**config.mk**
```make
export PLATFORM = sky130hd
export DESIGN_NAME = rsm_top
export DESIGN_NICKNAME = d
export VERILOG_FILES = /design/src/verilog/rsm_sync2.v /design/src/verilog/rsm_wdt.v /design/src/verilog/rsm_top.v
export VERILOG_INCLUDE_DIRS = /design/src /design/src/common
export SDC_FILE = /design/constraint.sdc
export NUM_CORES = 1
export LEC_CHECK = 0
export BUFFER_PORTS_ARGS = -buffer_cell sky130_fd_sc_hd__buf_2
export CAP_MARGIN = 20
export CORE_ASPECT_RATIO = 1.25
export CORE_MARGIN = 1
export CORE_UTILIZATION = 40
export CTS_BUF_LIST = sky130_fd_sc_hd__clkbuf_16
export DETAILED_ROUTE_END_ITERATION = 7
export GPL_TIMING_DRIVEN = 0
export PLACE_DENSITY = 0.72
export SLEW_MARGIN = 20
export SYNTH_ARGS = -nofsm -noshare
export SYNTH_HDL_FRONTEND = slang
export SYNTH_SLANG_ARGS = --single-unit
```
**constraint.sdc**
```tcl
create_clock -name aclk -period 4.9 [get_ports aclk]
set_clock_uncertainty 0.2 [all_clocks]
set_input_delay 0.49 -clock aclk [delete_from_list [all_inputs] [get_ports aclk]]
set_output_delay 0.49 -clock aclk [all_outputs]
set_load 0.03 [all_outputs]
```
**src/common/rsm_defs.vh**
```
// Constants of the reset and supply monitor
// How it works
// - A boot option bit chooses the internal supply drop reset or the external reset pin as reset input.
// - Reset is entered on power-on, external pin low, watchdog timeout or supply drop reset.
// - The external reset input passes a two-stage synchronizer on the CPU clock before use.
// - A reset drives the reset pin low and loads every control register with its default.
// - A watchdog counter overflow without refresh asserts the internal reset.
// - The internal reset stays on while the supply drop comparator reports low and ends a hold of RSM_HOLD_CYC cycles after it clears.
// - Writing 1010 to the upper nibble of the basic timer control register disables the watchdog reset.
// - Bit 7 of the supply detect control register enables the supply level detector.
// - With the detector and its interrupt enabled, mask bit 0 set and the supply low, an interrupt request is raised.
// - Bit 5 of the supply detect control register reads 1 while the detector is enabled and the supply is low, and 0 otherwise.
// - The supply detect control register selects one of four detection levels.
`ifndef RSM_DEFS_VH
`define RSM_DEFS_VH
// --------------------------------
// Register byte offsets
// --------------------------------
`define RSM_OFS_SDC 5'h00
`define RSM_OFS_BTC 5'h04
`define RSM_OFS_STS 5'h08
`define RSM_OFS_MSK 5'h0C
`define RSM_OFS_CAU 5'h10
// --------------------------------
// Fields
// --------------------------------
`define RSM_SDC_EN 7
`define RSM_SDC_FLAG 5
`define RSM_SDC_IE 4
`define RSM_SDC_LVL_HI 1
`define RSM_SDC_LVL_LO 0
`define RSM_BTC_WDOFF 4'hA
`define RSM_BTC_WD_HI 7
`define RSM_BTC_WD_LO 4
`define RSM_BTC_CLR 1
// Status bits: 0 low supply, 1 watchdog reset seen, 2 supply drop reset seen
`define RSM_ST_LOW 0
`define RSM_ST_WDT 1
`define RSM_ST_DROP 2
// --------------------------------
// Reset values and timing
// --------------------------------
`define RSM_SDC_RST 8'h00
`define RSM_BTC_RST 8'h00
`define RSM_MSK_RST 3'h0
`define RSM_WDT_W 16
`define RSM_WDT_MAX 16'hFFFF
`define RSM_HOLD_NS 800
`define RSM_CLK_NS 50
// Release hold in clock cycles, 800 ns at 50 ns
`define RSM_HOLD_CYC 5'h10
`endif

```
**src/verilog/rsm_sync2.v**
```verilog
// Two flip-flop level synchronizer
`timescale 1ns/1ps
`default_nettype none
module rsm_sync2 (
  input wire clk,
  input wire rst_val,
  input wire rst_n,
  input wire d,
  output reg q
);
  reg stage1;
  always @(posedge clk) begin
    if (!rst_n) begin
      stage1 <= rst_val;
      q <= rst_val;
    end else begin
      stage1 <= d;
      q <= stage1;
    end
  end
endmodule // rsm_sync2
`default_nettype wire

```
**src/verilog/rsm_wdt.v**
```verilog
// Watchdog counter on the CPU clock
`timescale 1ns/1ps
`default_nettype none
`include "rsm_defs.vh"
module rsm_wdt (
  input wire clk,
  input wire rst_n,
  input wire enable,
  input wire refresh,
  output reg overflow
);
  reg [`RSM_WDT_W-1:0] count;
  always @(posedge clk) begin
    if (!rst_n) begin
      count <= {`RSM_WDT_W{1'b0}};
      overflow <= 1'b0;
    end else if (refresh || !enable) begin
      count <= {`RSM_WDT_W{1'b0}};
      overflow <= 1'b0;
    end else begin
      count <= count + 1'b1;
      overflow <= (count == `RSM_WDT_MAX);
    end
  end
endmodule // rsm_wdt
`default_nettype wire

```
**src/verilog/rsm_top.v**
```verilog
// Reset sources, watchdog, supply detector and register slave
//
// The implementer's own choices: the AXI4-Lite interface to the registers and the register offsets.
`timescale 1ns/1ps
`default_nettype none
`include "rsm_defs.vh"
module rsm_top (
  input wire aclk,
  input wire aresetn,
  input wire power_on_n,
  input wire external_reset_n,
  input wire supply_drop_reset,
  input wire supply_level_detector,
  input wire boot_option_internal,
  input wire [4:0] s_axi_awaddr,
  input wire s_axi_awvalid,
  output reg s_axi_awready,
  input wire [31:0] s_axi_wdata,
  input wire [3:0] s_axi_wstrb,
  input wire s_axi_wvalid,
  output reg s_axi_wready,
  output reg [1:0] s_axi_bresp,
  output reg s_axi_bvalid,
  input wire s_axi_bready,
  input wire [4:0] s_axi_araddr,
  input wire s_axi_arvalid,
  output reg s_axi_arready,
  output reg [31:0] s_axi_rdata,
  output reg [1:0] s_axi_rresp,
  output reg s_axi_rvalid,
  input wire s_axi_rready,
  output reg reset_pin_low_active,
  output reg reset_pin_oe_n,
  output reg system_reset_n,
  output reg [1:0] detect_threshold,
  output reg detector_enable,
  output reg irq
);
  // --------------------------------
  // Synchronizers
  // --------------------------------
  wire [2:0] sync_in;
  wire [2:0] sync_out;
  wire ext_n_s;
  wire drop_s;
  wire low_s;
  assign sync_in = {supply_level_detector, supply_drop_reset, external_reset_n};
  genvar gi;
  generate
    for (gi = 0; gi < 3; gi = gi + 1) begin : g_sync
      // Pin input idles high, so its stages start high
      rsm_sync2 u_rsm_sync2 (.clk(aclk), .rst_val((gi == 0) ? 1'b1 : 1'b0), .rst_n(aresetn),
        .d(sync_in[gi]), .q(sync_out[gi]));
    end
  endgenerate
  assign ext_n_s = sync_out[0];
  assign drop_s = sync_out[1];
  assign low_s = sync_out[2];

  // --------------------------------
  // Registers
  // --------------------------------
  reg [7:0] supply_detect_control;
  reg [7:0] basic_timer_control;
  reg [2:0] status;
  reg [2:0] mask;
  reg [1:0] last_cause;
  reg [4:0] hold_cnt;
  reg boot_sel;
  reg boot_taken;
  reg wd_refresh;
  wire wd_over;
  wire wd_en;
  assign wd_en = (basic_timer_control[`RSM_BTC_WD_HI:`RSM_BTC_WD_LO] != `RSM_BTC_WDOFF);
  rsm_wdt u_wdt (.clk(aclk), .rst_n(aresetn && system_reset_n), .enable(wd_en),
    .refresh(wd_refresh), .overflow(wd_over));

  // --------------------------------
  // Reset source combination
  // --------------------------------
  wire src_pin;
  wire src_drop;
  wire any_src;
  assign src_pin = boot_taken && !boot_sel && !ext_n_s;
  assign src_drop = boot_taken && boot_sel && drop_s;
  assign any_src = !power_on_n || src_pin || src_drop || wd_over;

  always @(posedge aclk) begin
    if (!aresetn) begin
      boot_sel <= 1'b0;
      boot_taken <= 1'b0;
    end else if (!boot_taken) begin
      boot_sel <= boot_option_internal;
      boot_taken <= 1'b1;
    end
  end

  always @(posedge aclk) begin
    if (!aresetn) begin
      hold_cnt <= 5'h00;
      system_reset_n <= 1'b0;
      reset_pin_low_active <= 1'b0;
      reset_pin_oe_n <= 1'b0;
    end else if (any_src) begin
      hold_cnt <= 5'h00;
      system_reset_n <= 1'b0;
      reset_pin_low_active <= 1'b0;
      reset_pin_oe_n <= 1'b0;
    end else if (hold_cnt != `RSM_HOLD_CYC) begin
      hold_cnt <= hold_cnt + 5'h01;
    end else begin
      system_reset_n <= 1'b1;
      reset_pin_low_active <= 1'b1;
      reset_pin_oe_n <= 1'b1;
    end
  end

  // --------------------------------
  // Bus slave
  // --------------------------------
  reg [4:0] aw_addr;
  reg aw_have;
  reg [31:0] w_data;
  reg [3:0] w_strb;
  reg w_have;
  wire do_write;
  assign do_write = aw_have && w_have && !s_axi_bvalid;
  wire [2:0] w1c;
  assign w1c = (do_write && aw_addr == `RSM_OFS_STS && w_strb[0]) ? w_data[2:0] : 3'h0;
  reg [2:0] ev;
  always @* begin
    ev = 3'h0;
    ev[`RSM_ST_LOW] = low_s && supply_detect_control[`RSM_SDC_EN];
    ev[`RSM_ST_WDT] = wd_over;
    ev[`RSM_ST_DROP] = src_drop;
  end

  always @(posedge aclk) begin
    if (!aresetn || !system_reset_n) begin
      supply_detect_control <= `RSM_SDC_RST;
      basic_timer_control <= `RSM_BTC_RST;
      mask <= `RSM_MSK_RST;
      detect_threshold <= 2'h0;
      detector_enable <= 1'b0;
    end else begin
      supply_detect_control[`RSM_SDC_FLAG] <= low_s && supply_detect_control[`RSM_SDC_EN];
      detector_enable <= supply_detect_control[`RSM_SDC_EN];
      detect_threshold <= supply_detect_control[`RSM_SDC_LVL_HI:`RSM_SDC_LVL_LO];
      if (do_write && w_strb[0]) begin
        case (aw_addr)
          `RSM_OFS_SDC: begin
            supply_detect_control[7:6] <= w_data[7:6];
            supply_detect_control[4:0] <= w_data[4:0];
          end
          `RSM_OFS_BTC: basic_timer_control <= w_data[7:0];
          `RSM_OFS_MSK: mask <= w_data[2:0];
          default: ;
        endcase
      end
    end
  end

  always @(posedge aclk) begin
    if (!aresetn) begin
      status <= 3'h0;
      last_cause <= 2'h0;
      wd_refresh <= 1'b0;
      irq <= 1'b0;
    end else begin
      status <= (status & ~w1c) | ev;
      wd_refresh <= do_write && w_strb[0] && aw_addr == `RSM_OFS_BTC && w_data[`RSM_BTC_CLR];
      if (wd_over) last_cause <= 2'h1;
      else if (src_drop) last_cause <= 2'h2;
      else if (src_pin) last_cause <= 2'h3;
      irq <= |(((status & ~w1c) | ev) & mask &
        {2'h3, supply_detect_control[`RSM_SDC_IE]});
    end
  end

  always @(posedge aclk) begin
    if (!aresetn) begin
      aw_have <= 1'b0;
      w_have <= 1'b0;
      aw_addr <= 5'h00;
      w_data <= 32'h00000000;
      w_strb <= 4'h0;
      s_axi_awready <= 1'b0;
      s_axi_wready <= 1'b0;
      s_axi_bvalid <= 1'b0;
      s_axi_bresp <= 2'h0;
    end else begin
      s_axi_awready <= !aw_have && !s_axi_awready;
      s_axi_wready <= !w_have && !s_axi_wready;
      if (s_axi_awvalid && s_axi_awready) begin
        aw_have <= 1'b1;
        aw_addr <= s_axi_awaddr;
        s_axi_awready <= 1'b0;
      end
      if (s_axi_wvalid && s_axi_wready) begin
        w_have <= 1'b1;
        w_data <= s_axi_wdata;
        w_strb <= s_axi_wstrb;
        s_axi_wready <= 1'b0;
      end
      if (do_write) begin
        aw_have <= 1'b0;
        w_have <= 1'b0;
        s_axi_bvalid <= 1'b1;
        s_axi_bresp <= (aw_addr > `RSM_OFS_CAU || aw_addr[1:0] != 2'h0) ? 2'h2 : 2'h0;
      end else if (s_axi_bvalid && s_axi_bready) begin
        s_axi_bvalid <= 1'b0;
      end
    end
  end

  always @(posedge aclk) begin
    if (!aresetn) begin
      s_axi_arready <= 1'b0;
      s_axi_rvalid <= 1'b0;
      s_axi_rdata <= 32'h00000000;
      s_axi_rresp <= 2'h0;
    end else begin
      s_axi_arready <= !s_axi_rvalid && !s_axi_arready;
      if (s_axi_arvalid && s_axi_arready) begin
        s_axi_arready <= 1'b0;
        s_axi_rvalid <= 1'b1;
        s_axi_rresp <= 2'h0;
        case (s_axi_araddr)
          `RSM_OFS_SDC: s_axi_rdata <= {24'h000000, supply_detect_control};
          `RSM_OFS_BTC: s_axi_rdata <= {24'h000000, basic_timer_control};
          `RSM_OFS_STS: s_axi_rdata <= {29'h00000000, status};
          `RSM_OFS_MSK: s_axi_rdata <= {29'h00000000, mask};
          `RSM_OFS_CAU: s_axi_rdata <= {29'h00000000, boot_sel, last_cause};
          default: begin
            s_axi_rdata <= 32'h00000000;
            s_axi_rresp <= 2'h2;
          end
        endcase
      end else if (s_axi_rvalid && s_axi_rready) begin
        s_axi_rvalid <= 1'b0;
      end
    end
  end
endmodule // rsm_top
`default_nettype wire

```
**Word-level counts from Yosys, hierarchy flattened**

Index checks and enable logic that the tools add are counted.

- Bits in registers: 117
- Logic and storage cells: 127
- Output and inout bits: 48
- Memory bits (writable): 0
- Latch bits: 0
- Memories kept: 0
- Input port bits: 58
- Memory bits (read-only): 0

- Multiply operators: 0
- Equality and inequality tests: 10
- Add/sub/neg operators: 2
- Shift operators: 0
- Bitwise logic cells: 7
- Div/mod/pow operators: 0
- Reduce and logical (&&, ||, !) cells: 59
- Multiplexer cells: 12
- Order comparisons: 1

Operator list:

| kind | number |
|---|---|
| one-hot mux 8 bit (5 select lines) | 1 |
| logical AND 1 bit | 21 |
| == test 5 x 4 -> 1 bit, second input constant | 4 |
| adder 16 x 1 -> 16 bit, second input constant | 1 |
| == test 16 bit, second input constant | 1 |
| OR reduction 2 bit | 7 |
| logical NOT 1 bit | 13 |
| == test 5 x 3 -> 1 bit, second input constant | 2 |
| logical NOT 5 bit | 2 |
| AND 3 bit | 3 |
| two-way mux 2 bit | 4 |
| nonzero test 2 bit | 4 |
| logical OR 1 bit | 6 |
| two-way mux 1 bit | 6 |
| AND reduction 2 bit | 3 |
| adder 5 x 1 -> 5 bit, second input constant | 1 |
| == test 5 bit, second input constant | 1 |
| greater-than comparator 5 bit, second input constant | 1 |
| inequality test 5 bit, second input constant | 1 |
| OR reduction 5 bit | 1 |
| inequality test 4 bit, second input constant | 1 |
| two-way mux 3 bit | 1 |
| NOT 3 bit | 1 |
| bitwise OR 3 bit | 1 |
| 3 further kinds | 4 |

**Logic depth before layout (Yosys ltp)**

- Word-level depth: 11
- Depth in mapped cells: 6
- Depth with buffers taken out: 6

**Cells and area by module**

From an unflattened synthesis, not the netlist that was laid out.

- Cell total of the unflattened synthesis: 426
- Area, all modules: 3895.0 sq um

Modules (own cells, without submodules):

| module | sequential area each (sq um) | cells an instance | area each (sq um) | times used |
|---|---|---|---|---|
| rsm_top | 1361.3 | 331 | 2945.3 | 1 |
| rsm_wdt | 340.3 | 83 | 762.0 | 1 |
| rsm_sync2 | 40.0 | 4 | 62.6 | 3 |

**Worst setup path after synthesis**

Ideal clock, no wire load.

- Kind: reg-to-reg
- Start point: register system_reset_n
- End point: register u_wdt.overflow
- Data required time: 4.612 ns
- Stages on the path, launching flop included: 6
- Setup slack: 3.019 ns
- Path buffers: 1
- Period minus slack after synthesis: 1.881 ns
- Data arrival time: 1.593 ns
- Path through: dfxtp_1 -> nand2_4 -> or3_1 -> buf_2 -> or2_4 -> nor4_4

- Longest elaborated chain between the ends: 3

RTL lines:

| element | RTL line | source |
|---|---|---|
| start, declared | rsm_top.v:34 | `output reg system_reset_n,` |
| start signal, assigned | rsm_top.v:101 | `system_reset_n <= 1'b0;` |
| start signal, assigned | rsm_top.v:106 | `system_reset_n <= 1'b0;` |
| start signal, assigned | rsm_top.v:112 | `system_reset_n <= 1'b1;` |
| logical AND 1 bit | rsm_top.v:75 | `rsm_wdt u_wdt (.clk(aclk), .rst_n(aresetn && system_reset_n), .enable(wd_en),` |
| NOT 1 bit (no source line) | n/a |  |
| OR reduction 2 bit (no source line) | n/a |  |
| end signal, assigned | rsm_wdt.v:22 | `` overflow <= (count == `RSM_WDT_MAX); `` |
| end, declared | rsm_wdt.v:10 | `output reg overflow` |

Every way passes these cells.
A chain may end at the register's enable or synchronous reset.

**Worst setup path in the final report**

- Start point: input aresetn
- End point: register boot_sel

RTL lines:

| element | RTL line | source |
|---|---|---|
| start, declared | rsm_top.v:9 | `input wire aresetn,` |
| end signal, assigned | rsm_top.v:93 | `boot_sel <= boot_option_internal;` |
| end, declared | rsm_top.v:69 | `reg boot_sel;` |

No word-level cell between the ends.

==> results.sh <==
export IMPL_outcome="finished clean"
export IMPL_fmax_ghz=0.5236
export IMPL_grt_pass1_wl_um=12800
export IMPL_vdd_drop_max_uv=197.8
export IMPL_place_congestion=0.8367
export IMPL_critPathCaptureType="flip-flop"
export IMPL_final_hold_violation_count=0
export IMPL_dp_worst_setup_slack_ns=2.607
export IMPL_synth_avg_cell_area_um2=9.088
export IMPL_clock_path_buffers=2
export IMPL_initial_core_util_pct=41.31
export IMPL_chipHeight_um=110.8
export IMPL_finalCoreUtilization_pct=49.51
export IMPL_hold_buffers=0
export IMPL_tritoncts="done"
export IMPL_drt_iter0_drc=173
export IMPL_nets=564
export IMPL_timing_setup_tns_ns=0
export IMPL_fp_coreArea_mm2=0.009174
export IMPL_ys_types=51
export IMPL_clock_latency_ns=0.34
export IMPL_path_class="input pin to flip-flop"
export IMPL_crit_family="buffers and inverters"
export IMPL_wl_um=7540
export IMPL_cpMostUsedCell="clkbuf_1"
export IMPL_fillerInstances=897
export IMPL_path_buf_inv=5
export IMPL_die_width_um=89.06
export IMPL_slew_viol_final=0
export IMPL_synthArstFlopShare_pct=0
export IMPL_place_inst=615
export IMPL_worst_slack_ns=2.990
export IMPL_cts_setup_buffers=0
export IMPL_worst_hold_slack_ns=0.07711
export IMPL_drc=0
export IMPL_antenna_found_initial=0
export IMPL_port_buffers=50
export IMPL_cpPeakStageDelay_ns=0.52
export IMPL_diodes=0
export IMPL_hp_start="aresetn"
export IMPL_drive_above_1_share_pct=20.87
export IMPL_finalPower_mw=1.476
export IMPL_syn_area_mm2=0.003790
export IMPL_grt_usage_pct=16.72
export IMPL_critPathLaunchType="input pin"
export IMPL_drt_first_pass_iters=4
export IMPL_synth_seq_cells=91
export IMPL_syn_inst=417
export IMPL_setup_viol=0
export IMPL_cts_sinks=91
export IMPL_cts_root_buf="clkbuf_16"
export IMPL_p_per_area_mw_per_mm2=325.0
export IMPL_area_growth_pct=19.84
export IMPL_final_cells=631
export IMPL_critPathArrivalTime_ns=1.91
export IMPL_wire_per_inst_um=11.95
export IMPL_antenna_left=0
export IMPL_dieArea_mm2=0.009870
export IMPL_yosysWarnings=0
export IMPL_overflow=0
export IMPL_cts_buffers=9
export IMPL_worst_slew_pin_slew_ns=0.5949
export IMPL_fin_crit_sh_pct=38.97
export IMPL_cp_max_fo=10
export IMPL_clk_pin_slew_ns=0.06
export IMPL_top_level_ports=106
export IMPL_hp_class="input pin to flip-flop"
export IMPL_dp_hpwl_um=5786
export IMPL_yosysSeqAreaShare_pct=48.07
export IMPL_grt_pass1_vias=2798
export IMPL_placed_area_mm2=0.004288
export IMPL_cts_max_level=3
export IMPL_min_period_ns=1.910
export IMPL_p_leak_nw=1.920
export IMPL_rows=39
export IMPL_cp_slowest_cell="clkbuf_1"
export IMPL_rsz0062_at_grt="no"
export IMPL_slew_headroom_pct=60.34
export IMPL_postCtsResizedCells=0
export IMPL_via_count=2997
export IMPL_final_cell_area_mm2=0.004542
export IMPL_r2r_start="s_axi_bvalid"
export IMPL_viasPerCell=4.750
export IMPL_crit_required_ns=4.90
export IMPL_crit_start="aresetn"
export IMPL_grt_max_degree=14
export IMPL_maxCapViolations=0
export IMPL_cp_cell_sequence="buf_2 > buf_4 > inv_1 > clkbuf_1 > clkbuf_1 > nor2_1"
export IMPL_synth_edf_count=0
export IMPL_synth_flop_cell="dfxtp_1"
-- path summary, 6_finish.rpt --
path / cells past startpoint / endpoint / slack (ns)
worst min-delay path: 1 / boot_taken / 0.08
worst min register to register: 1 / g_sync[0].u_rsm_sync2.q / 0.21
worst max register to register: 5 / irq / 3.05
worst max-delay path: 6 / boot_sel / 2.99
-- power breakdown --
group	total (mW)	switching (mW)	internal [mW]
logic	0.114	0.0712	0.0427
clock network	0.592	0.260	0.332
registers	0.770	0.0147	0.755
-- layout by cell type (no fill, tap or decap), types with 6 or more instances in the layout --
master and instances:
a21oi_1 29, and2_1 6, buf_2 53, buf_4 29
clkbuf_1 8, clkbuf_16 9, conb_1 26, dfxtp_1 91
inv_1 16, mux2i_1 26, nand2_1 47, nand2b_1 6
nand3_1 13, nor2_1 48, nor3_1 10, o21ai_0 7
o21ai_1 9, xnor2_1 11
-- per-layer routing --
| metal | GRT usage, % | wire [µm] |
|---|---|---|
| met1 | 20.02 | 3304 |
| met2 | 28.00 | 3776 |
| met3 | 4.170 | 303 |
| met4 | 6.984 | 155 |
| met5 | 0 | 0 |
-- layout make-up --
type                            count  area (µm²)  area share, %
Buffer                             42       277.8          6.116
Clock buffer                        9       225.2          4.959
Clock inverter                      7       28.78         0.6336
Inverter                           13       48.80          1.074
Multi-Input combinational cell    296        1735          38.21
Sequential cell                    91        1822          40.11
Tap cell                          123       153.9          3.388
Timing Repair Buffer               50       250.2          5.510
-- synth_stat cells, types with 4 or more instances --
library cell / count / share of area [%]
o21ai_0: 7 / 0.92
nor2_1: 48 / 4.8
xnor2_1: 11 / 2.5
nand3_1: 13 / 1.7
o21ai_1: 9 / 1.2
buf_4: 29 / 5.7
a21oi_1: 29 / 3.8
inv_1: 13 / 1.3
or3_1: 5 / 0.83
dfxtp_1: 91 / 48
a22oi_1: 5 / 0.99
clkbuf_1: 8 / 0.79
and2_1: 6 / 0.99
nand2_1: 47 / 4.7
mux2i_1: 26 / 6.9
nand2b_1: 6 / 0.99
nor3_1: 10 / 1.3
and3_1: 4 / 0.66
-- kinds of logic after synthesis --
logic type | count (synthesis) | share of synthesized area [%]
xor gates and xnor gates | 14 | 3.235
other | 1 | 0.09895
AOI/OAI and AO/OA | 65 | 9.872
adders and majority gates | 3 | 0.9905
buffers and inverters | 55 | 8.617
DFF | 91 | 48.07
and+or+nand+nor | 161 | 21.66
muxes | 27 | 7.461
-- state kept, by name, indices dropped and copies added (netlist names), 2 cells and up --
register	flops
g_sync.u_rsm_sync2.stage1	3
basic_timer_control	8
aw_addr	5
u_wdt.count	16
supply_detect_control	8
mask	3
w_data	8
s_axi_rdata	8
last_cause	2
detect_threshold	2
hold_cnt	5
status	3
g_sync.u_rsm_sync2.q	3
-- worst reg2reg max path, delay by kind of cell, from the launching register on --
kind                   cells  cell delay, ns
DFF                        1            0.32
buffers and inverters      1            0.30
and+or+nand+nor            2            0.42
AOI/OAI and AO/OA          2            0.47
No activity file was read; power rests on OpenSTA's default activity.
